**src/core/sfc_pkg.sv**
```systemverilog
// Shared constants and types for the fan commutator block
package sfc_pkg;

	// ---------------------------------------------------------------
	// Clock and time base
	// ---------------------------------------------------------------
	localparam int unsigned CLK_PERIOD_NS = 10;
	localparam int unsigned TICK_NS = 1000;
	localparam int unsigned TICK_CYC = TICK_NS / CLK_PERIOD_NS;

	// ---------------------------------------------------------------
	// Analog levels as codes, 50 codes per volt
	// ---------------------------------------------------------------
	localparam int unsigned CODE_W = 8;
	localparam logic [7:0] LVL_LO_CODE = 8'h32;
	localparam logic [7:0] LVL_HI_CODE = 8'h96;
	localparam logic [7:0] LVL_REF_CODE = 8'hFA;

	// ---------------------------------------------------------------
	// PWM triangle: charge ramp up, discharge ramp down
	// ---------------------------------------------------------------
	localparam int unsigned PWM_UP_NS = 38200;
	localparam int unsigned PWM_DN_NS = 3460;
	localparam int unsigned PWM_STEPS = 100;
	localparam logic [7:0] PWM_UP_STEP_CYC =
		8'(PWM_UP_NS / (CLK_PERIOD_NS * PWM_STEPS));
	localparam logic [7:0] PWM_DN_STEP_CYC =
		8'(PWM_DN_NS / (CLK_PERIOD_NS * PWM_STEPS));

	// ---------------------------------------------------------------
	// Commutation delay, in microseconds
	// ---------------------------------------------------------------
	localparam logic [7:0] DLY_NOM_US = 8'h64;
	localparam logic [7:0] DLY_SHORTEST_US = 8'h1C;
	localparam logic [7:0] DLY_SHORT_US = 8'h28;
	localparam logic [7:0] DLY_LONG_US = 8'h78;
	localparam logic [7:0] DLY_LONGEST_US = 8'hA8;
	localparam logic [2:0] DSEL_NOM = 3'h0;
	localparam logic [2:0] DSEL_SHORTEST = 3'h1;
	localparam logic [2:0] DSEL_SHORT = 3'h2;
	localparam logic [2:0] DSEL_LONG = 3'h3;
	localparam logic [2:0] DSEL_LONGEST = 3'h4;

	// ---------------------------------------------------------------
	// Lock detect and restart timing, in microseconds
	// ---------------------------------------------------------------
	localparam int unsigned LOCK_US_DEF = 840000;
	localparam int unsigned ON_US_DEF = 560000;
	localparam int unsigned OFF_US_DEF = 6800000;

	// ---------------------------------------------------------------
	// Register map and reset values
	// ---------------------------------------------------------------
	localparam int unsigned AXI_AW = 8;
	localparam logic [7:0] OFS_SPEED = 8'h00;
	localparam logic [7:0] OFS_MIN_SPEED = 8'h04;
	localparam logic [7:0] OFS_DELAY = 8'h08;
	localparam logic [7:0] OFS_STATUS = 8'h0C;
	localparam logic [7:0] RST_SPEED = 8'h00;
	localparam logic [7:0] RST_MIN_SPEED = LVL_REF_CODE;
	localparam logic [2:0] RST_DELAY = DSEL_NOM;
	localparam logic [1:0] RESP_OKAY = 2'h0;
	localparam logic [1:0] RESP_SLVERR = 2'h2;

	typedef enum logic [3:0] {
		S_DELAY = 4'h1,
		S_RUN = 4'h2,
		S_WAIT = 4'h4,
		S_RESTART = 4'h8
	} sfc_state_t;

endpackage

```
**src/core/sfc_commutator.sv**
```systemverilog
// Single-phase fan commutator with speed PWM and lock restart
// What this block does
// RULE1 - Hall positive above negative selects phase B
// RULE2 - Command 3V gives 0%, 1V 100%
// RULE3 - Command above 0% level forces drive off
// RULE4 - Grounded command gives continuous full drive
// RULE5 - Effective command clamped to minimum-speed setting
// RULE6 - Default commutation delay nominally 100 microseconds
// RULE7 - Delay selectable between 28 and 168 microseconds
// RULE8 - PWM period is charge plus discharge ramp
// RULE9 - Nominal PWM frequency about 24 kHz
// RULE10 - After lock time, flag and disable outputs
// RULE11 - While locked alternate wait and restart drive
// RULE12 - Restart to wait ratio about 1:12
// RULE13 - Lock, restart, wait times follow ramp ratios
// RULE14 - Lock flag high when stopped, pull-down only
// RULE15 - Tach output copies Hall, pull-down only
// RULE16 - Low sides carry commutation and PWM together
// RULE17 - Inactive phase low side held low
// RULE18 - High sides commutation only, pull-down drive
// RULE19 - All four bridge drive outputs off for delay at transition
// RULE20 - Hall transition restarts timer, ends lock
// RULE21 - Codes compared with triangle, timing from ticks
`timescale 1ns/1ns
module sfc_commutator
	import sfc_pkg::*;
#(
	parameter int unsigned LOCK_US = sfc_pkg::LOCK_US_DEF,
	parameter int unsigned ON_US = sfc_pkg::ON_US_DEF,
	parameter int unsigned OFF_US = sfc_pkg::OFF_US_DEF
) (
	input wire logic aclk,
	input wire logic aresetn,
	input wire logic [sfc_pkg::AXI_AW-1:0] s_axi_awaddr,
	input wire logic s_axi_awvalid,
	output logic s_axi_awready,
	input wire logic [31:0] s_axi_wdata,
	input wire logic [3:0] s_axi_wstrb,
	input wire logic s_axi_wvalid,
	output logic s_axi_wready,
	output logic [1:0] s_axi_bresp,
	output logic s_axi_bvalid,
	input wire logic s_axi_bready,
	input wire logic [sfc_pkg::AXI_AW-1:0] s_axi_araddr,
	input wire logic s_axi_arvalid,
	output logic s_axi_arready,
	output logic [31:0] s_axi_rdata,
	output logic [1:0] s_axi_rresp,
	output logic s_axi_rvalid,
	input wire logic s_axi_rready,
	input wire logic [sfc_pkg::CODE_W-1:0] hall_pos_level,
	input wire logic [sfc_pkg::CODE_W-1:0] hall_neg_level,
	output logic low_side_drive_a,
	output logic low_side_drive_b,
	output logic high_side_drive_a_oe,
	output logic high_side_drive_b_oe,
	output logic tach_pulse_out_oe,
	output logic rotor_locked_oe
);
	import sfc_pkg::*;

	// ---------------------------------------------------------------
	// Declarations
	// ---------------------------------------------------------------
	logic [7:0] speed_command_in_reg;
	logic [7:0] min_speed_limit_reg;
	logic [2:0] commutation_delay_adjust_reg;
	logic [AXI_AW-1:0] aw_addr_reg;
	logic [31:0] wdata_reg;
	logic [3:0] wstrb_reg;
	logic wr_go;
	logic wr_hit;
	logic [31:0] rd_word;
	logic rd_hit;
	logic us_tick;
	logic hall_sel_reg;
	logic hall_now;
	logic hall_edge;
	sfc_state_t state_reg;
	logic [7:0] dly_cnt_reg;
	logic [7:0] dly_tgt;
	logic dly_done;
	logic [31:0] lk_cnt_reg;
	logic [31:0] lk_tgt;
	logic lk_done;
	logic locked_reg;
	logic [7:0] tri_reg;
	logic dir_up_reg;
	logic [7:0] step_cnt_reg;
	logic [7:0] step_len;
	logic [7:0] eff_cmd;
	logic pwm_on;
	logic drive_en;
	logic [15:0] hi_len_reg;

	sfc_tick_div #(
		.DIV(TICK_CYC)
	) u_us_tick (
		.aclk(aclk),
		.aresetn(aresetn),
		.tick(us_tick)
	);

	// ---------------------------------------------------------------
	// AXI4-Lite write channel
	// ---------------------------------------------------------------
	assign wr_go = !s_axi_awready && !s_axi_wready && !s_axi_bvalid;
	// Status is read only: a write there is ignored but answered OKAY
	assign wr_hit = aw_addr_reg == OFS_SPEED ||
		aw_addr_reg == OFS_MIN_SPEED || aw_addr_reg == OFS_DELAY ||
		aw_addr_reg == OFS_STATUS;

	always_ff @(posedge aclk) begin
		if (!aresetn) begin
			s_axi_awready <= 1'b1;
			aw_addr_reg <= '0;
		end else if (s_axi_awvalid && s_axi_awready) begin
			s_axi_awready <= 1'b0;
			aw_addr_reg <= s_axi_awaddr;
		end else if (s_axi_bvalid && s_axi_bready) begin
			s_axi_awready <= 1'b1;
		end
	end

	always_ff @(posedge aclk) begin
		if (!aresetn) begin
			s_axi_wready <= 1'b1;
			wdata_reg <= 32'h00000000;
			wstrb_reg <= 4'h0;
		end else if (s_axi_wvalid && s_axi_wready) begin
			s_axi_wready <= 1'b0;
			wdata_reg <= s_axi_wdata;
			wstrb_reg <= s_axi_wstrb;
		end else if (s_axi_bvalid && s_axi_bready) begin
			s_axi_wready <= 1'b1;
		end
	end

	always_ff @(posedge aclk) begin
		if (!aresetn) begin
			s_axi_bvalid <= 1'b0;
			s_axi_bresp <= RESP_OKAY;
		end else if (wr_go) begin
			s_axi_bvalid <= 1'b1;
			s_axi_bresp <= wr_hit ? RESP_OKAY : RESP_SLVERR;
		end else if (s_axi_bready) begin
			s_axi_bvalid <= 1'b0;
		end
	end

	// Fields are at most one byte wide, so only lane 0 matters
	always_ff @(posedge aclk) begin
		if (!aresetn) begin
			speed_command_in_reg <= RST_SPEED;
			min_speed_limit_reg <= RST_MIN_SPEED;
			commutation_delay_adjust_reg <= RST_DELAY;
		end else if (wr_go && wstrb_reg[0]) begin
			unique case (aw_addr_reg)
				OFS_SPEED: speed_command_in_reg <= wdata_reg[7:0];
				OFS_MIN_SPEED: min_speed_limit_reg <= wdata_reg[7:0];
				OFS_DELAY: commutation_delay_adjust_reg <= wdata_reg[2:0];
				default: ;
			endcase
		end
	end

	// ---------------------------------------------------------------
	// AXI4-Lite read channel
	// ---------------------------------------------------------------
	always_comb begin
		rd_word = 32'h00000000;
		rd_hit = 1'b1;
		unique case (s_axi_araddr)
			OFS_SPEED: rd_word[7:0] = speed_command_in_reg;
			OFS_MIN_SPEED: rd_word[7:0] = min_speed_limit_reg;
			OFS_DELAY: rd_word[2:0] = commutation_delay_adjust_reg;
			OFS_STATUS: rd_word[6:0] =
				{pwm_on, state_reg, hall_sel_reg, locked_reg};
			default: rd_hit = 1'b0;
		endcase
	end

	always_ff @(posedge aclk) begin
		if (!aresetn) begin
			s_axi_arready <= 1'b1;
			s_axi_rvalid <= 1'b0;
			s_axi_rdata <= 32'h00000000;
			s_axi_rresp <= RESP_OKAY;
		end else if (s_axi_arvalid && s_axi_arready) begin
			s_axi_arready <= 1'b0;
			s_axi_rvalid <= 1'b1;
			s_axi_rdata <= rd_word;
			s_axi_rresp <= rd_hit ? RESP_OKAY : RESP_SLVERR;
		end else if (s_axi_rvalid && s_axi_rready) begin
			s_axi_arready <= 1'b1;
			s_axi_rvalid <= 1'b0;
		end
	end

	// ---------------------------------------------------------------
	// Hall comparator and commutation sequence
	// ---------------------------------------------------------------
	assign hall_now = hall_pos_level > hall_neg_level; // RULE1
	assign hall_edge = hall_now != hall_sel_reg;

	always_ff @(posedge aclk) begin
		if (!aresetn) begin
			hall_sel_reg <= 1'b0;
		end else begin
			hall_sel_reg <= hall_now; // RULE1
		end
	end

	always_comb begin
		unique case (commutation_delay_adjust_reg)
			DSEL_SHORTEST: dly_tgt = DLY_SHORTEST_US; // RULE7
			DSEL_SHORT: dly_tgt = DLY_SHORT_US; // RULE7
			DSEL_LONG: dly_tgt = DLY_LONG_US; // RULE7
			DSEL_LONGEST: dly_tgt = DLY_LONGEST_US; // RULE7
			default: dly_tgt = DLY_NOM_US; // RULE6
		endcase
	end

	always_comb begin
		unique case (state_reg)
			S_WAIT: lk_tgt = OFF_US; // RULE12 RULE13
			S_RESTART: lk_tgt = ON_US; // RULE12 RULE13
			default: lk_tgt = LOCK_US; // RULE13
		endcase
	end

	assign dly_done = us_tick && dly_cnt_reg == dly_tgt - 8'h01;
	assign lk_done = us_tick && lk_cnt_reg == lk_tgt - 32'h00000001;

	always_ff @(posedge aclk) begin
		if (!aresetn) begin
			state_reg <= S_DELAY;
		end else if (hall_edge) begin
			state_reg <= S_DELAY; // RULE19 RULE20
		end else begin
			unique case (state_reg)
				S_DELAY: if (dly_done) begin
					state_reg <= S_RUN; // RULE19
				end
				S_RUN: if (lk_done) begin
					state_reg <= S_WAIT; // RULE10
				end
				S_WAIT: if (lk_done) begin
					state_reg <= S_RESTART; // RULE11
				end
				S_RESTART: if (lk_done) begin
					state_reg <= S_WAIT; // RULE11
				end
			endcase
		end
	end

	// Delay counts microsecond ticks from the transition
	always_ff @(posedge aclk) begin
		if (!aresetn || hall_edge || state_reg != S_DELAY) begin
			dly_cnt_reg <= 8'h00; // RULE21
		end else if (us_tick) begin
			dly_cnt_reg <= dly_cnt_reg + 8'h01; // RULE6
		end
	end

	// One counter times lock detect, wait and restart
	always_ff @(posedge aclk) begin
		if (!aresetn || hall_edge || lk_done || state_reg == S_DELAY) begin
			lk_cnt_reg <= 32'h00000000; // RULE20
		end else if (us_tick) begin
			lk_cnt_reg <= lk_cnt_reg + 32'h00000001; // RULE21
		end
	end

	always_ff @(posedge aclk) begin
		if (!aresetn || hall_edge) begin
			locked_reg <= 1'b0; // RULE20
		end else if (state_reg == S_RUN && lk_done) begin
			locked_reg <= 1'b1; // RULE10
		end
	end

	// ---------------------------------------------------------------
	// PWM triangle: slow charge up, fast discharge down
	// ---------------------------------------------------------------
	assign step_len = dir_up_reg ? PWM_UP_STEP_CYC : PWM_DN_STEP_CYC;

	always_ff @(posedge aclk) begin
		if (!aresetn) begin
			tri_reg <= LVL_LO_CODE;
			dir_up_reg <= 1'b1;
			step_cnt_reg <= 8'h00;
		end else if (step_cnt_reg >= step_len - 8'h01) begin
			step_cnt_reg <= 8'h00; // RULE8 RULE9
			if (dir_up_reg) begin
				tri_reg <= tri_reg + 8'h01;
				dir_up_reg <= tri_reg + 8'h01 != LVL_HI_CODE; // RULE8
			end else begin
				tri_reg <= tri_reg - 8'h01;
				dir_up_reg <= tri_reg - 8'h01 == LVL_LO_CODE; // RULE8
			end
		end else begin
			step_cnt_reg <= step_cnt_reg + 8'h01;
		end
	end

	// Lower code means faster; the minimum-speed code caps it
	assign eff_cmd = speed_command_in_reg < min_speed_limit_reg ?
		speed_command_in_reg : min_speed_limit_reg; // RULE5
	// Triangle never passes the high level, so codes there give 0%
	assign pwm_on = eff_cmd <= LVL_LO_CODE || // RULE4
		eff_cmd < tri_reg; // RULE2 RULE3 RULE21
	assign drive_en = state_reg == S_RUN || state_reg == S_RESTART;

	// ---------------------------------------------------------------
	// Output drivers
	// ---------------------------------------------------------------
	always_ff @(posedge aclk) begin
		if (!aresetn) begin
			low_side_drive_a <= 1'b0;
			low_side_drive_b <= 1'b0;
		end else begin
			low_side_drive_a <= drive_en && !hall_sel_reg && pwm_on; // RULE16
			low_side_drive_b <= drive_en && hall_sel_reg && pwm_on; // RULE17
		end
	end

	always_ff @(posedge aclk) begin
		if (!aresetn) begin
			high_side_drive_a_oe <= 1'b0;
			high_side_drive_b_oe <= 1'b0;
		end else begin
			high_side_drive_a_oe <= drive_en && !hall_sel_reg; // RULE18
			high_side_drive_b_oe <= drive_en && hall_sel_reg; // RULE18
		end
	end

	always_ff @(posedge aclk) begin
		if (!aresetn) begin
			tach_pulse_out_oe <= 1'b1;
			rotor_locked_oe <= 1'b1;
		end else begin
			tach_pulse_out_oe <= !hall_sel_reg; // RULE15
			rotor_locked_oe <= !locked_reg; // RULE14
		end
	end

	// Length of the current phase B low-side pulse, for the cover below
	always_ff @(posedge aclk) begin
		if (!aresetn || !low_side_drive_b) begin
			hi_len_reg <= 16'h0000;
		end else begin
			hi_len_reg <= hi_len_reg + 16'h0001;
		end
	end
endmodule

```
**src/core/sfc_tick_div.sv**
```systemverilog
// Divider that emits a one-cycle enable every DIV clocks
`timescale 1ns/1ns
module sfc_tick_div #(
	parameter int unsigned DIV = 100
) (
	input wire logic aclk,
	input wire logic aresetn,
	output logic tick
);
	logic [15:0] cnt_reg;

	always_ff @(posedge aclk) begin
		if (!aresetn) begin
			cnt_reg <= 16'h0000;
			tick <= 1'b0;
		end else if (cnt_reg == 16'(DIV - 1)) begin
			cnt_reg <= 16'h0000;
			tick <= 1'b1;
		end else begin
			cnt_reg <= cnt_reg + 16'h0001;
			tick <= 1'b0;
		end
	end

endmodule

```
**config.mk**
```make
export PLATFORM = sky130hd
export DESIGN_NAME = sfc_commutator
export DESIGN_NICKNAME = d
export VERILOG_FILES = /design/src/core/sfc_pkg.sv /design/src/core/sfc_commutator.sv /design/src/core/sfc_tick_div.sv
export SDC_FILE = /design/constraint.sdc
export NUM_CORES = 1
export LEC_CHECK = 0
export ABC_AREA = 1
export BUFFER_PORTS_ARGS = -buffer_cell sky130_fd_sc_hd__buf_2
export CORE_ASPECT_RATIO = 1.1
export CORE_MARGIN = 1
export CORE_UTILIZATION = 50
export DETAILED_ROUTE_END_ITERATION = 12
export GPL_TIMING_DRIVEN = 0
export PLACE_DENSITY = 0.81
export REMOVE_ABC_BUFFERS = 1
export SLEW_MARGIN = 20
export SYNTH_ARGS = -nofsm -noshare
export SYNTH_HDL_FRONTEND = slang
export SYNTH_SLANG_ARGS = --single-unit
```
**constraint.sdc**
```tcl
create_clock -name aclk -period 6.6 [get_ports aclk]
set_input_delay 1.32 -clock aclk [delete_from_list [all_inputs] [get_ports aclk]]
set_output_delay 1.32 -clock aclk [all_outputs]
set_load 0.01 [all_outputs]
```
## Word level (Yosys, flattened, before mapping)

Index checks and enable logic that the tools add are counted.

| word-level totals | value |
|---|---|
| bits in registers | 139 |
| bits in latches | 0 |
| bits in writable memories | 0 |
| bits in read-only memories | 0 |
| input bits | 75 |
| output and inout bits | 47 |
| word-level logic and storage cells | 140 |
| memories | 0 |

| cells by class | value |
|---|---|
| $add $sub $neg | 9 |
| $mul | 0 |
| div/mod/pow operators | 0 |
| order comparisons | 5 |
| equal/unequal tests | 24 |
| shift-type cells | 0 |
| mux-type cells | 26 |
| bitwise logic cells | 1 |
| reduce and logical (&&, ||, !) cells | 45 |

Operator list:

| cell | number |
|---|---|
| one-hot mux 23 bit (2 select lines) | 1 |
| adder 32 x 1 -> 32 bit (second input constant) | 1 |
| equality test 32 bit | 1 |
| equality test 8 x 4 -> 1 bit (second input constant) | 4 |
| one-hot mux 8 bit (4 select lines) | 1 |
| subtractor 32 x 1 -> 32 bit (second input constant) | 1 |
| adder 8 x 1 -> 8 bit (second input constant) | 3 |
| one-hot mux 4 bit (3 select lines) | 2 |
| adder 16 x 1 -> 16 bit (second input constant) | 1 |
| equality test 16 x 7 -> 1 bit (second input constant) | 1 |
| equality test 8 x 3 -> 1 bit (second input constant) | 2 |
| zero test 8 bit | 2 |
| less-than comparator 8 bit | 2 |
| two-way mux 8 bit | 2 |
| subtractor 8 x 1 -> 8 bit (second input constant) | 2 |
| logical AND 1 bit | 15 |
| two-way mux 1 bit | 12 |
| two-way mux 4 bit | 3 |
| one-hot mux 3 bit (4 select lines) | 1 |
| logical OR 1 bit | 9 |
| equality test 8 x 6 -> 1 bit (second input constant) | 1 |
| equality test 8 bit | 1 |
| >= comparator 8 bit | 1 |
| > comparator 8 bit | 1 |
| 24 further kinds | 40 |

## Depth between registers and ports, before layout

Gate-level depths: netlist of run 1.

| depth | value |
|---|---|
| depth after elaboration | 7 |
| gate-level depth with buffers | 22 |
| depth with buffers taken out | 22 |

## Hierarchy

From an unflattened synthesis of run 1, not the netlist that was laid out.

| unflattened totals | value |
|---|---|
| cell total of the unflattened synthesis | 999 |
| area total of the unflattened synthesis | 7293.2 µm² |

By module, submodules not included:

| module | times used | cells an instance | area each (µm²) | sequential area each (µm²) |
|---|---|---|---|---|
| sfc_commutator | 1 | 876 | 6424.9 | 2402.3 |
| sfc_tick_div | 1 | 123 | 868.3 | 340.3 |

## Worst setup path after synthesis of run 1

OpenSTA, ideal clock, no wires.

| timing | value |
|---|---|
| kind | input port to flip-flop |
| start point | in hall_neg_level[7] (netlist name) |
| end point | reg lk_cnt_reg[15] |
| setup time | 78 ps |
| data arrival time | 2903 ps |
| required time | 6522 ps |
| path slack | 3619 ps |
| cell stages on the path | 13 |
| buffers on the path | 1 |
| path through | inv_1 -> ha_1 -> nand2_1 -> inv_1 -> a221oi_1 -> o211ai_1 -> o21ai_0 -> or2_1 -> nand3_1 -> inv_1 -> nand2_1 -> buf_2 -> nor3_1 |

| between the ends | value |
|---|---|
| word-level cells in the longest chain between the ends | 5 |

Ends and longest elaborated chain:

| element | line | text |
|---|---|---|
| start, declared | sfc_commutator.sv:52 | `input wire logic [sfc_pkg::CODE_W-1:0] hall_neg_level,` |
| > comparator 8 bit | sfc_commutator.sv:203 | `assign hall_now = hall_pos_level > hall_neg_level;` |
| inequality test 1 bit | sfc_commutator.sv:204 | `assign hall_edge = hall_now != hall_sel_reg;` |
| logical OR 1 bit (3 in a row) | sfc_commutator.sv:269 | `if (!aresetn \|\| hall_edge \|\| lk_done \|\| state_reg == S_DELAY) begin` |
| end signal, assigned | sfc_commutator.sv:272 | `lk_cnt_reg <= lk_cnt_reg + 32'h00000001;` |
| end, declared | sfc_commutator.sv:83 | `logic [31:0] lk_cnt_reg;` |

No other way between the ends.
A chain may end at the register's enable or synchronous reset.

## Worst setup path in the final report of run 1

| timing | value |
|---|---|
| start point | in hall_pos_level[3] (netlist name) |
| end point | reg lk_cnt_reg[11] |

| between the ends | value |
|---|---|
| word-level cells in the longest chain between the ends | 5 |

Ends and longest elaborated chain:

| element | line | text |
|---|---|---|
| start, declared | sfc_commutator.sv:51 | `input wire logic [sfc_pkg::CODE_W-1:0] hall_pos_level,` |
| > comparator 8 bit | sfc_commutator.sv:203 |  |
| inequality test 1 bit | sfc_commutator.sv:204 |  |
| logical OR 1 bit (3 in a row) | sfc_commutator.sv:269 |  |

No other way between the ends.

==> results of run 1 <==
logic make-up after synthesis:
family / count (synthesis) / share of synthesized area [%]
buffers and inverters: 192 / 11.62
other: 1 / 0.05268
flip-flops: 137 / 38.53
AO/OA/AOI/OAI: 169 / 13.38
XOR/XNOR: 47 / 5.783
adder cells (fa/ha/maj): 33 / 5.801
AND/OR/NAND/NOR: 389 / 24.84
layer usage:
| layer | vias to the layer above | GRT usage [%] | share of wire (%) | wire, um |
|---|---|---|---|---|
| met2 | 152 | 37.22 | 48 | 7141 |
| met5 | - | 0 | 0 | 0 |
| met1 | 2813 | 25.87 | 45 | 6579 |
| met4 | 0 | 9.578 | 2.7 | 394 |
| met3 | 32 | 4.602 | 4.3 | 630 |
| li1 | 3254 | - | - | - |
final timing paths:
kind	end	cells after the start	slack [ns]	from
setup reg to reg	s_axi_rdata[6]	18	3.52	min_speed_limit_reg[7]
hold reg to reg	rotor_locked_oe	1	0.45	locked_reg
hold / removal	rotor_locked_oe	1	0.45	locked_reg
setup / recovery	lk_cnt_reg[11]	12	3.38	hall_pos_level[3]
cell usage after synthesis, types with 6 or more instances:
master	count
a21oi_1	69
buf_2	6
buf_4	26
clkbuf_1	12
dfxtp_1	137
ha_1	33
inv_1	143
nand2_1	148
nand3_1	42
nand4_1	9
nor2_1	113
nor3_1	35
nor4_1	16
o211ai_1	8
o21ai_0	61
o22ai_1	8
xnor2_1	10
xor2_1	37
report_power, final:
group	internal (mW)	leakage (nW)	total [mW]	switching, mW
Clock	0.683	0.315	1.03	0.351
Sequential	0.854	1.11	0.872	0.0181
Combinational	0.0632	2.10	0.201	0.138
area by class of cell:
| type | instances | area (um^2) | share of cell area (%) |
|---|---|---|---|
| Sequential cell | 137 | 2743 | 33.55 |
| Multi-Input combinational cell | 665 | 3649 | 44.63 |
| Clock buffer | 22 | 494.2 | 6.045 |
| Inverter | 147 | 553.0 | 6.765 |
| Clock inverter | 9 | 161.4 | 1.974 |
| Timing Repair Buffer | 68 | 340.3 | 4.163 |
| Tap cell | 188 | 235.2 | 2.877 |
worst max-delay path: cells and delay by family:
kind | cells | cell delay [ns]
AO/OA/AOI/OAI | 3 | 0.58
adder cells (fa/ha/maj) | 1 | 0.30
AND/OR/NAND/NOR | 5 | 0.98
buffers and inverters | 3 | 0.38
==> flow_summary_export.csv, run 1 <==
group,metric,value,unit
global_routing,grt_overflow,0,
worst_setup_path,critical_path_class,"input pin to flip-flop",
worst_hold_path,hold_class,"flip-flop to flip-flop",
cts,clockBufferDepth,2,
detailed_routing,drt_iter0_markers,330,
timing,rsz0062_at_grt,"no",
floorplan,fp.dieW,115.8,um
cells_and_area,stdcell_count,1236,
timing,finalCriticalPeriod,3.222,ns
placement,place_area,0.007517,mm^2
timing,fmax,310.3,MHz
timing,tns,0,ns
floorplan,core_area,0.01385,mm^2
timing,fin_worst_skew,0.009745,ns
floorplan,ios,122,
cts,htreeDepth,4,
cells_and_area,final_area,0.008175,mm^2
cells_and_area,antenna_cells,0,
yosys,avgSynthCellArea,7.353,um^2
power_and_ir_drop,p_total,2.107,mW
global_routing,grt_pass1_vias,5875,
timing,maxSlewViolCount,0,
timing,hold_ws,0.4476,ns
floorplan,die_y,127.1,um
global_routing,antenna_found_initial,0,
floorplan,dieArea,0.01472,mm^2
power_and_ir_drop,p_leak,3.523,nW
yosys,async_flop_share,0,%
cts,clk_pin_slew,0.06,ns
yosys,synth_area_leaders,"dfxtp_1 (39%), nand2_1 (7.8%), inv_1 (7.5%), nor2_1 (6.0%), ha_1 (5.8%)",
detailed_routing,wire_per_inst,11.93,um
placement,dp_hpwl,10.66,mm
detailed_routing,post-route-drc-count,0,
yosys,yosysSeqAreaShare,38.53,%
cells_and_area,mostFrequentLayoutCells,"nand2_1 (147), inv_1 (143), dfxtp_1 (137)",
yosys,synth_edf_count,0,
floorplan,start_util,51.39,%
cts,insertion_delay,0.42,ns
yosys,ys.flop_type,"dfxtp_1",
timing,setup_viol,0,
yosys,synth-seq-cells,137,
global_routing,grt_pass1_wl,25.59,mm
cells_and_area,final_common_cell,"nand2_1",
worst_setup_path,slowest_delay,0.39,ns
cts,cts.sinks,137,
cells_and_area,num-fill-cells,1239,
detailed_routing,dr.pass1.iters,5,
timing,setup_slack,3.378,ns
cts,cts_tree,"yes",
run,max_cap_violations,0,
cts,cts_buffers,17,
power_and_ir_drop,p_per_area,257.8,mW/mm^2
worst_setup_path,path_cells,"buf_2, ha_1, nand2_1, inv_1, a221oi_1, o211ai_1, o21ai_0, or2_1, nand3_1, inv_1, nand2_2, nor3_1",
cells_and_area,layout-drive-gt1-share,11.74,%
worst_setup_path,crit_slowest_cell,"nand2_2",
outcome,status,"finished clean",
detailed_routing,wirelength,14.75,mm
placement,place_congestion,0.9178,
power_and_ir_drop,ir_worst_vdd,0.0001928,V
timing,worst_pin_slew,0.8392,ns
global_routing,track_usage,21.70,%
cells_and_area,syn2layout_area_growth,14.85,%
yosys,yosysWarnings,0,
cells_and_area,fin_nets,1144,
yosys,ys_types,53,
worst_setup_path,cp_common_cell,"inv_1",
global_routing,grt_max_degree,52,
timing,finalHoldViolations,0,
yosys,yosys.area.top_type,"dfxtp_1",
placement,portBuffers,68,
cells_and_area,largest_register_ffs,32,
placement,place_inst,1205,
cts,postCtsResizedCells,0,
timing,min_period_over_period,48.83,%
yosys,synth_area,0.007118,mm^2
floorplan,rows,45,
yosys,synthCells,968,
detailed_routing,viasPerCell,5.057,
timing,max-slew-margin-rel,43.53,%
worst_setup_path,cp_data_required_time,6.93,ns
worst_setup_path,cp-end-kind,"flip-flop",
yosys,yosys.area.top_type_share,38.53,%
worst_setup_path,worstPathMaxFanout,32,
worst_setup_path,startpoint_type,"input pin",
cts,cts_setup_buffers,0,
detailed_routing,ant_nets,0,
cells_and_area,final_util,59.02,%
cts,cts_hold_buf,0,
cts,cts_root_buf,"clkbuf_16",
worst_setup_path,crit_arrival,3.55,ns
placement,pre_cts_ws,2.595,ns
detailed_routing,route.vias.total,6251,
Power figures use the tool's default switching activity.
==> inputs of run 2 (changes only) <==
ABC_AREA = 0   (was 1)
PLACE_DENSITY = 0.84   (was 0.81)
clock period = 2.6 ns   (was 6.6 ns; I/O delays follow)
==> flow_summary_export.csv, run 2 <==
group,metric,value,unit
yosys,async_flop_share,0,%
power_and_ir_drop,p_leak,3.420,nW
yosys,ys_types,66,
yosys,yosys.area.top_type_share,38.98,%
floorplan,start_util,51.00,%
worst_setup_path,critical_path_class,"flip-flop to flip-flop",
yosys,synth_edf_count,0,
timing,setup_slack,-0.4474,ns
cts,insertion_delay,0.43,ns
floorplan,ios,122,
timing,maxSlewViolCount,0,
yosys,synth_common_cells,"dfxtp_1 (137), nand2_1 (102), nor2_1 (72)",
worst_setup_path,r2r_start,"min_speed_limit_reg[1]",
cells_and_area,stdcell_count,1119,
placement,dp_hpwl,10.65,mm
yosys,synth.most_common_cell,"dfxtp_1",
yosys,synth_area,0.007035,mm^2
timing,finalHoldViolations,0,
cells_and_area,final_util,60.39,%
cells_and_area,layout-drive-gt1-share,19.98,%
placement,place_inst,1067,
worst_hold_path,hold_class,"input pin to flip-flop",
worst_setup_path,slowest_delay,0.37,ns
global_routing,track_usage,22.44,%
cts,clockBufferDepth,2,
yosys,synth_fa_ha_area_share,6.011,%
floorplan,dieArea,0.01455,mm^2
cts,htreeDepth,4,
worst_setup_path,startpoint_type,"flip-flop",
timing,hold_ws,0.3252,ns
power_and_ir_drop,ir_worst_vdd,0.0004665,V
yosys,synth_xor_area_share,7.469,%
yosys,synthSimpleGateAreaFrac,24.90,%
yosys,yosysWarnings,0,
power_and_ir_drop,p_total,4.756,mW
worst_setup_path,crit_arrival,3.37,ns
worst_setup_path,worstPathMaxFanout,5,
placement,portBuffers,68,
detailed_routing,dr.pass1.iters,7,
yosys,synth-seq-cells,137,
timing,setup_viol,3,
yosys,synth_top_family_by_area,"simple AND/OR/NAND/NOR gates",
cts,cts.sinks,137,
cts,cts_buffers,17,
cells_and_area,final_common_cell,"dfxtp_1",
timing,rsz0062_at_grt,"yes",
yosys,synth_mux_area_share,5.424,%
worst_setup_path,reg2reg_slack,-0.45,ns
floorplan,rows,45,
floorplan,die_y,126.4,um
detailed_routing,viasPerCell,5.574,
timing,finalCriticalPeriod,3.047,ns
yosys,synthCells,836,
detailed_routing,ant_nets,0,
cts,cts_hold_buf,0,
worst_setup_path,cp-end-kind,"flip-flop",
floorplan,core_area,0.01379,mm^2
yosys,yosysSeqAreaShare,38.98,%
worst_setup_path,critPathLaunch,"min_speed_limit_reg[1]",
timing,fmax,328.1,MHz
detailed_routing,wirelength,16.23,mm
run,max_cap_violations,0,
timing,tns,-1.291,ns
worst_setup_path,crit_slowest_cell,"a2111oi_2",
detailed_routing,drt_iter0_markers,451,
timing,fin_worst_skew,0.006370,ns
worst_hold_path,min_from,"s_axi_awaddr[6]",
outcome,violations,"setup timing",
yosys,synth_compound_area_share,10.47,%
yosys,synth_area_leaders,"dfxtp_1 (39%), ha_1 (5.9%), nand2_1 (5.4%), xor2_1 (4.5%), nor3_1 (4.1%)",
cells_and_area,fin_nets,1026,
worst_setup_path,path_cells,"inv_1, ha_1, a2111oi_2, o211ai_1, nand2_2, buf_4, o21ai_2, ha_1, nand4_1, o211ai_1, nor3_1, nor2_1, o2111ai_1, and3_1",
placement,place_congestion,0.8579,
global_routing,antenna_found_initial,0,
yosys,ys.flop_type,"dfxtp_1",
yosys,avgSynthCellArea,8.416,um^2
global_routing,grt_max_degree,32,
cells_and_area,antenna_cells,0,
worst_setup_path,path_buf_inv,2,
global_routing,grt_overflow,0,
cts,clk_pin_slew,0.06,ns
global_routing,grt_pass1_vias,5735,
worst_setup_path,cp_data_required_time,2.92,ns
cells_and_area,mostFrequentLayoutCells,"dfxtp_1 (123), nand2_1 (100), nor2_1 (72), buf_2 (72), nor3_1 (56)",
worst_setup_path,path_delay_family,"compound AO/OA/AOI/OAI gates",
cts,cts_tree,"yes",
detailed_routing,wire_per_inst,14.51,um
outcome,status,"complete, but fails checks",
global_routing,grt_pass1_wl,26.14,mm
timing,min_period_over_period,117.2,%
timing,max-slew-margin-rel,45.65,%
yosys,yosys.area.top_type,"dfxtp_1",
timing,worst_pin_slew,0.8108,ns
power_and_ir_drop,p_per_area,570.9,mW/mm^2
detailed_routing,post-route-drc-count,0,
cells_and_area,largest_register_ffs,32,
detailed_routing,route.vias.total,6237,
floorplan,fp.dieW,115.1,um
cells_and_area,syn2layout_area_growth,18.41,%
cts,cts_root_buf,"clkbuf_16",
-- run 2: cell types whose count changed in the layout (fill, tap and decap cells not counted), moves of 19 or more --
| cell | before | now |
|---|---|---|
| a21oi_1 | 69 | 41 |
| nor2_1 | 113 | 72 |
| mux2i_1 | 0 | 28 |
| buf_4 | 0 | 19 |
| o21ai_0 | 61 | 23 |
| inv_1 | 143 | 31 |
| nand2_1 | 147 | 100 |
| nor3_1 | 35 | 56 |
-- run 2: tightest hold or removal path: stages --
cell,delay (ns)
buf_2,0.09
nand2_1,0.04
a21oi_1,0.05
-- run 2: final cells by class --
| class | instances | area (um^2) |
|---|---|---|
| tap | 188 | 235.2 |
| fill | 1120 | 5464 |
| multi-input combinational | 629 | 4051 |
| sequential | 137 | 2768 |
| clock inverter | 15 | 131.4 |
| inverter | 37 | 138.9 |
| clock buffer | 17 | 425.4 |
| timing repair buffer | 96 | 580.6 |
-- run 2: layer usage --
layer,up-vias,share of wire [%],global-route usage (%)
li1,3049,-,-
met1,2951,42,26.23
met2,201,50,38.27
met3,36,5.0,5.781
met4,0,2.6,10.16
met5,-,0,0
-- run 2: cells by family after synthesis --
| group | Yosys count |
|---|---|
| AO/OA/AOI/OAI | 118 |
| flip-flops | 137 |
| multiplexers | 34 |
| other | 1 |
| AND/OR/NAND/NOR | 355 |
| XOR/XNOR | 60 |
| adder cells (fa/ha/maj) | 34 |
| buffers and inverters | 97 |
-- run 2: worst paths after layout --
path	endpoint	cells after the start
max	s_axi_rdata[6]	14
max reg2reg	s_axi_rdata[6]	14
min	aw_addr_reg[6]	3
min reg2reg	aw_addr_reg[0]	2
-- run 2: metrics by stage --
step | setup WS, ns | cell area [um^2]
after CTS | -0.1787 | 8205
after floorplan | -0.9726 | 6802
after detailed placement | -0.6590 | 7471
after global placement | -2.239 | 7377
after global routing | -0.6284 | 8330
final | -0.4474 | 8330
-- run 2: where the power goes --
part           internal [mW]  switching (mW)  leakage [nW]
clock                   1.25            1.01         0.262
combinational          0.127           0.196          2.05
sequential              2.13          0.0375          1.11
-- run 2: repair_timing --
item                                    CTS  global route
buffers inserted                         14             5
endpoints found under the setup margin    4            23
gates cloned                              1             0
pin swaps                                19            19
gates resized for setup                  27            22
